<file path="src/acpc_pkg.sv">
// Package with the register map, field layout and pad numbering of the pad control block.
package acpc_pkg;

    localparam int NUM_PADS = 11;
    localparam int ADDR_WIDTH = 12;
    localparam int IDX_WIDTH = 4;

    // Byte addresses of the pad control registers, one aligned word per pad.
    localparam logic [11:0] PIN44_CONTROL_ADDR = 12'h0b4;
    localparam logic [11:0] PIN45_CONTROL_ADDR = 12'h0b8;
    localparam logic [11:0] PIN46_CONTROL_ADDR = 12'h0bc;
    localparam logic [11:0] PIN47_CONTROL_ADDR = 12'h0c0;
    localparam logic [11:0] PIN48_CONTROL_ADDR = 12'h0c4;
    localparam logic [11:0] PIN49_CONTROL_ADDR = 12'h0c8;
    localparam logic [11:0] PIN50_CONTROL_ADDR = 12'h0cc;
    localparam logic [11:0] PIN51_CONTROL_ADDR = 12'h0d0;
    localparam logic [11:0] PIN52_CONTROL_ADDR = 12'h0d4;
    localparam logic [11:0] PIN53_CONTROL_ADDR = 12'h0d8;
    localparam logic [11:0] PIN54_CONTROL_ADDR = 12'h0dc;
    localparam logic [11:0] FIRST_ADDR = PIN44_CONTROL_ADDR;
    localparam logic [11:0] LAST_ADDR = PIN54_CONTROL_ADDR;

    // Pad positions inside the register array.
    localparam int PAD44 = 0;
    localparam int PAD45 = 1;
    localparam int PAD46 = 2;
    localparam int PAD47 = 3;
    localparam int PAD48 = 4;
    localparam int PAD49 = 5;
    localparam int PAD50 = 6;
    localparam int PAD51 = 7;
    localparam int PAD52 = 8;
    localparam int PAD53 = 9;
    localparam int PAD54 = 10;

    // Field layout.
    localparam int DRIVE_LSB = 12;
    localparam int DRIVE_MSB = 14;
    localparam int PULLDOWN_BIT = 9;
    localparam int PULLUP_BIT = 8;
    localparam int RECEIVER_BIT = 7;
    localparam int DRIVER_BIT = 6;
    localparam int ANALOG_BIT = 4;
    localparam int FUNC_LSB = 0;
    localparam int FUNC_MSB = 3;

    localparam logic [31:0] PAD_RESET = 32'h0000_1010;
    localparam logic [31:0] PAD_WRITE_MASK = 32'h0000_7fdf;

    typedef enum logic [3:0] {
        ACPC_FUNC_SOFT = 4'h0,
        ACPC_FUNC_ALT1 = 4'h1,
        ACPC_FUNC_ALT2 = 4'h2,
        ACPC_FUNC_ALT3 = 4'h3,
        ACPC_FUNC_ALT4 = 4'h4
    } acpc_func_t;

endpackage

</file>
<file path="src/acpc_pad_register.sv">
// One pad control register with its write mask and reset value.
module acpc_pad_register
    import acpc_pkg::*;
(
    input wire logic clock,
    input wire logic rst_n,
    input wire logic writeEn,
    input wire logic [31:0] writeData,
    output logic [31:0] value
);

    always_ff @(posedge clock or negedge rst_n) begin
        if (!rst_n) begin
            value <= PAD_RESET;
        end else if (writeEn) begin
            value <= writeData & PAD_WRITE_MASK;
        end
    end

endmodule // acpc_pad_register

</file>
<file path="src/acpc_pad_control.sv">
// Top of the analog capable pad control block: APB registers and pad routing.
//
// The APB slave port is this design's own decision.
module acpc_pad_control
    import acpc_pkg::*;
#(
    parameter int PADS = NUM_PADS
) (
    input wire logic clock,
    input wire logic rst_n,
    input wire logic [ADDR_WIDTH-1:0] paddr,
    input wire logic psel,
    input wire logic penable,
    input wire logic pwrite,
    input wire logic [31:0] pwdata,
    output logic [31:0] prdata,
    output logic pready,
    output logic pslverr,
    input wire logic [PADS-1:0] padIn,
    output logic [PADS-1:0] padOut,
    output logic [PADS-1:0] padOe,
    output logic [3*PADS-1:0] driveStrengthSel,
    output logic [PADS-1:0] weakPulldownEn,
    output logic [PADS-1:0] weakPullupEn,
    output logic [PADS-1:0] inputReceiverEn,
    output logic [PADS-1:0] analogSwitchEn,
    input wire logic [PADS-1:0] softOut,
    output logic [PADS-1:0] softIn,
    input wire logic digitalMicClock,
    output logic digitalMicData,
    input wire logic audioTxWordClock,
    input wire logic audioRxAWordClock,
    input wire logic audioRxBWordClock,
    input wire logic audioTxDataOut,
    output logic audioRxADataIn,
    output logic audioRxBDataIn,
    input wire logic pulseModChThree,
    input wire logic pulseModChFive
);

    function automatic logic addrHit(input logic [ADDR_WIDTH-1:0] addr);
        return (addr >= FIRST_ADDR) && (addr <= LAST_ADDR) && (addr[1:0] == 2'b00);
    endfunction

    function automatic logic [IDX_WIDTH-1:0] addrIndex(input logic [ADDR_WIDTH-1:0] addr);
        logic [ADDR_WIDTH-1:0] offset;
        offset = addr - FIRST_ADDR;
        return offset[IDX_WIDTH+1:2];
    endfunction

    logic [31:0] regValue [PADS];
    logic [PADS-1:0] syncA;
    logic [PADS-1:0] syncB;
    logic [3:0] funcSel [PADS];
    logic [PADS-1:0] driverEn;
    logic [PADS-1:0] digitalMode;
    logic [PADS-1:0] heardIn;
    logic [PADS-1:0] next_padOut;

    wire addrOk = addrHit(paddr);
    wire [IDX_WIDTH-1:0] regIndex = addrIndex(paddr);
    wire setupPhase = psel && !penable;
    wire writeAccess = psel && penable && pwrite && addrOk;

    // Zero wait states: read data is captured in the setup cycle, so pready is always high.
    assign pready = 1'b1;

    always_ff @(posedge clock or negedge rst_n) begin
        if (!rst_n) begin
            prdata <= 32'h0000_0000;
            pslverr <= 1'b0;
        end else if (setupPhase) begin
            prdata <= (addrOk && !pwrite) ? regValue[regIndex] : 32'h0000_0000;
            pslverr <= !addrOk;
        end
    end

    genvar g;
    generate
        for (g = 0; g < PADS; g++) begin : gen_pad
            acpc_pad_register u_reg (
                .clock(clock),
                .rst_n(rst_n),
                .writeEn(writeAccess && (regIndex == IDX_WIDTH'(g))),
                .writeData(pwdata),
                .value(regValue[g])
            );
            assign driveStrengthSel[3*g +: 3] = regValue[g][DRIVE_MSB:DRIVE_LSB];
            assign weakPulldownEn[g] = regValue[g][PULLDOWN_BIT];
            assign weakPullupEn[g] = regValue[g][PULLUP_BIT];
            assign analogSwitchEn[g] = regValue[g][ANALOG_BIT];
            assign digitalMode[g] = !regValue[g][ANALOG_BIT];
            assign funcSel[g] = regValue[g][FUNC_MSB:FUNC_LSB];
            assign driverEn[g] = regValue[g][DRIVER_BIT];
            // In analog mode the digital receiver is parked so the analog level is not loaded.
            assign inputReceiverEn[g] = regValue[g][RECEIVER_BIT] && digitalMode[g];
            assign heardIn[g] = syncB[g] && inputReceiverEn[g];
            assign padOe[g] = driverEn[g] && digitalMode[g];
        end
    endgenerate

    // Reserved codes on any pad fall back to the software pin value; software must avoid them.
    always_comb begin
        next_padOut = softOut;
        if (funcSel[PAD44] == ACPC_FUNC_ALT1) begin
            next_padOut[PAD44] = digitalMicClock;
        end
        unique case (funcSel[PAD51])
            ACPC_FUNC_ALT1: next_padOut[PAD51] = audioTxWordClock;
            ACPC_FUNC_ALT2: next_padOut[PAD51] = audioRxAWordClock;
            ACPC_FUNC_ALT3: next_padOut[PAD51] = audioRxBWordClock;
            ACPC_FUNC_ALT4: next_padOut[PAD51] = pulseModChThree;
            default: next_padOut[PAD51] = softOut[PAD51];
        endcase
        unique case (funcSel[PAD53])
            ACPC_FUNC_ALT1: next_padOut[PAD53] = audioTxDataOut;
            ACPC_FUNC_ALT4: next_padOut[PAD53] = pulseModChFive;
            default: next_padOut[PAD53] = softOut[PAD53];
        endcase
    end

    wire micDataSel = funcSel[PAD45] == ACPC_FUNC_ALT1;
    wire rxASel = funcSel[PAD53] == ACPC_FUNC_ALT2;
    wire rxBSel = funcSel[PAD53] == ACPC_FUNC_ALT3;

    // Pads are asynchronous; only the second stage is read.
    always_ff @(posedge clock or negedge rst_n) begin
        if (!rst_n) begin
            syncA <= '0;
            syncB <= '0;
        end else begin
            syncA <= padIn;
            syncB <= syncA;
        end
    end

    always_ff @(posedge clock or negedge rst_n) begin
        if (!rst_n) begin
            padOut <= '0;
            softIn <= '0;
            digitalMicData <= 1'b0;
            audioRxADataIn <= 1'b0;
            audioRxBDataIn <= 1'b0;
        end else begin
            padOut <= next_padOut;
            softIn <= heardIn;
            digitalMicData <= micDataSel && heardIn[PAD45];
            audioRxADataIn <= rxASel && heardIn[PAD53];
            audioRxBDataIn <= rxBSel && heardIn[PAD53];
        end
    end

endmodule // acpc_pad_control

</file>
<file path="config.mk">
export PLATFORM = sky130hd
export DESIGN_NAME = acpc_pad_control
export DESIGN_NICKNAME = d
export VERILOG_FILES = /design/src/acpc_pkg.sv /design/src/acpc_pad_register.sv /design/src/acpc_pad_control.sv
export SDC_FILE = /design/constraint.sdc
export NUM_CORES = 1
export LEC_CHECK = 0
export BUFFER_PORTS_ARGS = -buffer_cell sky130_fd_sc_hd__buf_4
export CAP_MARGIN = 20
export CELL_PAD_IN_SITES_DETAIL_PLACEMENT = 1
export CELL_PAD_IN_SITES_GLOBAL_PLACEMENT = 2
export CORE_UTILIZATION = 40
export DETAILED_ROUTE_END_ITERATION = 6
export HOLD_SLACK_MARGIN = 0.02
export PLACE_DENSITY_LB_ADDON = 0.1
export SYNTH_ARGS = -nofsm -noshare
export SYNTH_HDL_FRONTEND = slang
export SYNTH_SLANG_ARGS = --single-unit
</file>
<file path="constraint.sdc">
create_clock -name clock -period 3.3 [get_ports clock]
set_input_delay 0.33 -clock clock [delete_from_list [all_inputs] [get_ports clock]]
set_output_delay 0.33 -clock clock [all_outputs]
set_load 0.1 [all_outputs]
</file>
==> qor.log <==
INFO  outcome        status=completed
INFO  grt            grt_antenna_before_repair=0
INFO  floorplanning  die_h=163um
INFO  sta            worst_slew_pin_slew=877ps
INFO  cts            cts.reportedPaths.clkPinSlew=60ps
INFO  sta            rsz_0062_raised_after_global_routing=no
INFO  critical_path  cp_max_fo=14
INFO  cts            numClockSinks=216
INFO  logic_synthesis synth_compound_gate_area_share=6.49%
INFO  logic_synthesis yosys.cell_types.count=56
INFO  finish         finalCoreUtilization=50.5%
INFO  critical_path  rr_endpoint=prdata[13]
INFO  floorplanning  dieWidth=163um
INFO  critical_path  crit_path_start_kind=primary input
INFO  floorplanning  io_pins=225
INFO  grt            maximum_number_of_pins_on_one_net_before_global_route_repair=113
INFO  logic_synthesis synth_seq_cells=216
INFO  logic_synthesis synth_most_common_cell=sky130_fd_sc_hd__dfrtp_1
INFO  placed_design  gp_congestion=0.816
INFO  sta            relSlewSlack=41.6%
INFO  sta            period_share=66.6%
INFO  finish         finish.net_count=969
INFO  pwr            p_int=4.91mW
INFO  route          vias=6,427
INFO  logic_synthesis yosys.area_share.adder=0.480%
INFO  finish         layout-drive-gt1-share=54.7%
INFO  finish         insertedDiodeCount=0
INFO  placed_design  place.detailed.hpwl=19,700um
INFO  route          drtPass1Iterations=4
INFO  hold_path      hold-path-cell-count=2
INFO  critical_path  worst_ep_required_time=3710ps
INFO  hold_path      hp-class=in2reg
INFO  sta            finalHoldViolCount=0
INFO  cts            ctsResizeCount=0
INFO  logic_synthesis synth_top_flop_cell=sky130_fd_sc_hd__dfrtp_1
INFO  sta            timing.setup.tns=0ps
INFO  logic_synthesis combinational_family_with_the_most_area_after_synthesis=multiplexers
INFO  sta            timing.final.crit_period=2200ps
INFO  floorplanning  design.core.area=25,400um^2
INFO  floorplanning  cell_row_count=58
INFO  pwr            power.clock.fraction=49.8%
INFO  pwr            max-vdd-ir-drop=0.000429V
INFO  route          met3WireLength=1570um
INFO  cts            ctsRootBufferMaster=sky130_fd_sc_hd__clkbuf_16
INFO  sta            setup_viol=0
INFO  finish         fillers=2,558
INFO  critical_path  arrival_time_of_the_worst_setup_path=2610ps
INFO  cts            cts-root-to-sink-buffers=3
INFO  pwr            pwr-share-seq=41.7%
INFO  route          wl=28,100um
INFO  pwr            p_leak=6.18nW
INFO  critical_path  criticalPathCategory=in2reg
INFO  logic_synthesis post-synth-top-area-cell=sky130_fd_sc_hd__dfrtp_1
INFO  logic_synthesis netlist_top_cells_count=sky130_fd_sc_hd__dfrtp_1 (194), sky130_fd_sc_hd__mux2_2 (160), sky130_fd_sc_hd__buf_4 (94), sky130_fd_sc_hd__mux4_2 (28)
INFO  hold_path      hold_path.startpoint=softOut[0]
INFO  placed_design  post-place-ws=561ps
INFO  logic_synthesis synth_async_sr_flop_share=100%
INFO  sta            clock_skew=13.7ps
INFO  cts            clock_tree_from_tritoncts=built
INFO  critical_path  worst_setup_path_end_kind=flop
INFO  logic_synthesis netlist_area=10,400um^2
INFO  grt            global_route.usage.total=21.6%
INFO  critical_path  reg2regPathDepth=3
INFO  sta            fmaxAchievable=455MHz
INFO  pwr            ratio_of_total_power_to_cell_area=502nW/um^2
INFO  critical_path  r2r_setup_slack=1750ps
INFO  logic_synthesis muxShareOfSynthArea=25.1%
INFO  floorplanning  die-area=26,700um^2
INFO  logic_synthesis post_synth_main_area_contributors=sky130_fd_sc_hd__dfrtp_1 (47%), sky130_fd_sc_hd__mux2_2 (17%), sky130_fd_sc_hd__buf_4 (6.8%)
INFO  grt            grt_pass1_wl=43,400um
INFO  route          route.met2.wl=13,600um
INFO  logic_synthesis average_cell_area_after_synthesis=14.1um^2
INFO  grt            first_global_vias=7,122
INFO  logic_synthesis yosysWarnings=0
INFO  logic_synthesis synthXorXnorAreaFrac=0.252%
INFO  logic_synthesis synth.yosys.seq_area_share=52.1%
INFO  logic_synthesis synth_area_in_simple_gates=6.58%
INFO  logic_synthesis synth_enable_flop_cells=0
INFO  sta            number_of_max_slew_violations_in_the_final_report=0
INFO  logic_synthesis synth_top_area_share=46.6%
INFO  cts            cts_htree_levels=1
INFO  route          wl_met1=12,500um
INFO  route          topmost_layer_with_routed_signal_wires=met4
INFO  hold_path      worstHoldEndpoint=padOut[0]
INFO  sta            postLayoutSetupSlackWorst=1100ps
INFO  logic_synthesis postSynthCellCount=740
INFO  route          drc_errors=0
INFO  finish         area.growth.synth_to_final=23.0%
INFO  critical_path  regToRegStartpoint=gen_pad[6].u_reg.value[13]
INFO  grt            grt_overflow_total=0
INFO  flow_run       cap_viol_max_count=0
INFO  pwr            p_comb_share=8.5%
INFO  cts            cts-buffers-inserted=25
INFO  cts            worstSkewPairLatency=530ps
INFO  route          detail_route.vias_per_cell=5.20
INFO  placed_design  count_of_input_and_output_buffers=187
INFO  floorplanning  initial_utilization=41.0%
INFO  route          wl_per_cell=22.7um
INFO  route          drt_first_iter_violations=354
INFO  pwr            p_switching=1.53mW
INFO  pwr            power.switching_fraction=23.7%
INFO  route          detail-route-antenna-nets=0
==> worst max-delay path by stage <==
stage	start	end	depth (start not counted)
CTS	paddr[2]	prdata[10]	8
finish	paddr[2]	gen_pad[4].u_reg.value[9]	9
detailed placement	paddr[2]	prdata[10]	8
floorplan	paddr[2]	gen_pad[5].u_reg.value[10]	12
global route	paddr[2]	gen_pad[6].u_reg.value[13]	9
global placement	paddr[2]	prdata[12]	8
==> power groups by stage <==
stage	registers [mW]	clock network [mW]	logic (mW)
after CTS	2.68	3.28	0.553
after global placement	2.73	0	0.523
after floorplan	2.79	0	0.284
after global routing	2.68	3.37	0.581
after detailed placement	2.73	0	0.532
final	2.68	3.20	0.547
==> registers in the layout (all words and copies together) (netlist names) <==
| name | flops |
|---|---|
| audioRxADataIn | 1 |
| audioRxBDataIn | 1 |
| pslverr | 1 |
| gen_pad.u_reg.value | 154 |
| padOut | 11 |
| syncA | 11 |
| syncB | 11 |
| prdata | 14 |
| digitalMicData | 1 |
| softIn | 11 |
==> cell usage in the layout (no fill, tap or decap), types with 11 or more instances in the layout <==
cell | netlist | final
sky130_fd_sc_hd__dfstp_2 | 22 | 22
sky130_fd_sc_hd__nand2_1 | 19 | 19
sky130_fd_sc_hd__mux2_2 | 160 | 160
sky130_fd_sc_hd__mux4_2 | 28 | 28
sky130_fd_sc_hd__conb_1 | 2 | 19
sky130_fd_sc_hd__mux2i_1 | 16 | 16
sky130_fd_sc_hd__and2_1 | 11 | 11
sky130_fd_sc_hd__clkbuf_16 | 0 | 25
sky130_fd_sc_hd__buf_4 | 94 | 210
sky130_fd_sc_hd__a21oi_1 | 19 | 19
sky130_fd_sc_hd__dfrtp_1 | 194 | 194
sky130_fd_sc_hd__nor2b_1 | 23 | 23
sky130_fd_sc_hd__nor2_1 | 23 | 23
sky130_fd_sc_hd__dlygate4sd3_1 | 0 | 21
==> cells by family after synthesis <==
group                    after synthesis
AND/OR/NAND/NOR                      105
buffers and inverters                138
XOR/XNOR                               3
adder cells (fa/ha/maj)                4
AO/OA/AOI/OAI                         66
other                                  2
flip-flops                           216
multiplexers                         206
==> metrics by stage <==
stage,cell area [um^2],cells,total power [mW],hold WS (ps)
3_5_place_dp,11600,1169,3.26,338
5_1_grt,12800,1236,6.64,23.0
2_1_floorplan,10500,757,3.07,34.4
6_report,12800,1236,6.43,35.4
3_3_place_gp,11600,1169,3.25,333
4_1_cts,12800,1236,6.51,20.0
==> critical path, stage by stage <==
cell	delay, ps
sky130_fd_sc_hd__buf_4	150
sky130_fd_sc_hd__clkinv_1	70
sky130_fd_sc_hd__buf_4	180
sky130_fd_sc_hd__ha_2	270
sky130_fd_sc_hd__inv_1	240
sky130_fd_sc_hd__nand2_2	270
sky130_fd_sc_hd__a2111oi_4	360
sky130_fd_sc_hd__buf_4	350
sky130_fd_sc_hd__mux2_2	380
==> area by class of cell <==
cell class              instances  area, um^2  area share [%]
flip-flops and latches        216        5430            42.4
multi-input cells             403        4140            32.3
well taps                     330         413            3.22
repair buffers                234        1840            14.4
inverters                       7        26.3           0.205
clock inverters                11         245            1.91
clock buffers                  35         723            5.64
==> routing by layer <==
metal,GRT usage [%],vias up
met5,0,-
li1,-,2831
met4,4.97,0
met1,28.9,3375
met3,4.11,38
met2,36.0,183
==> timing repair <==
action | CTS | global route
endpoints found under the hold margin | 125 | 0
buffers inserted | 0 | 0
hold buffers | 21 | 0
(Power assumes the default switching activity.)
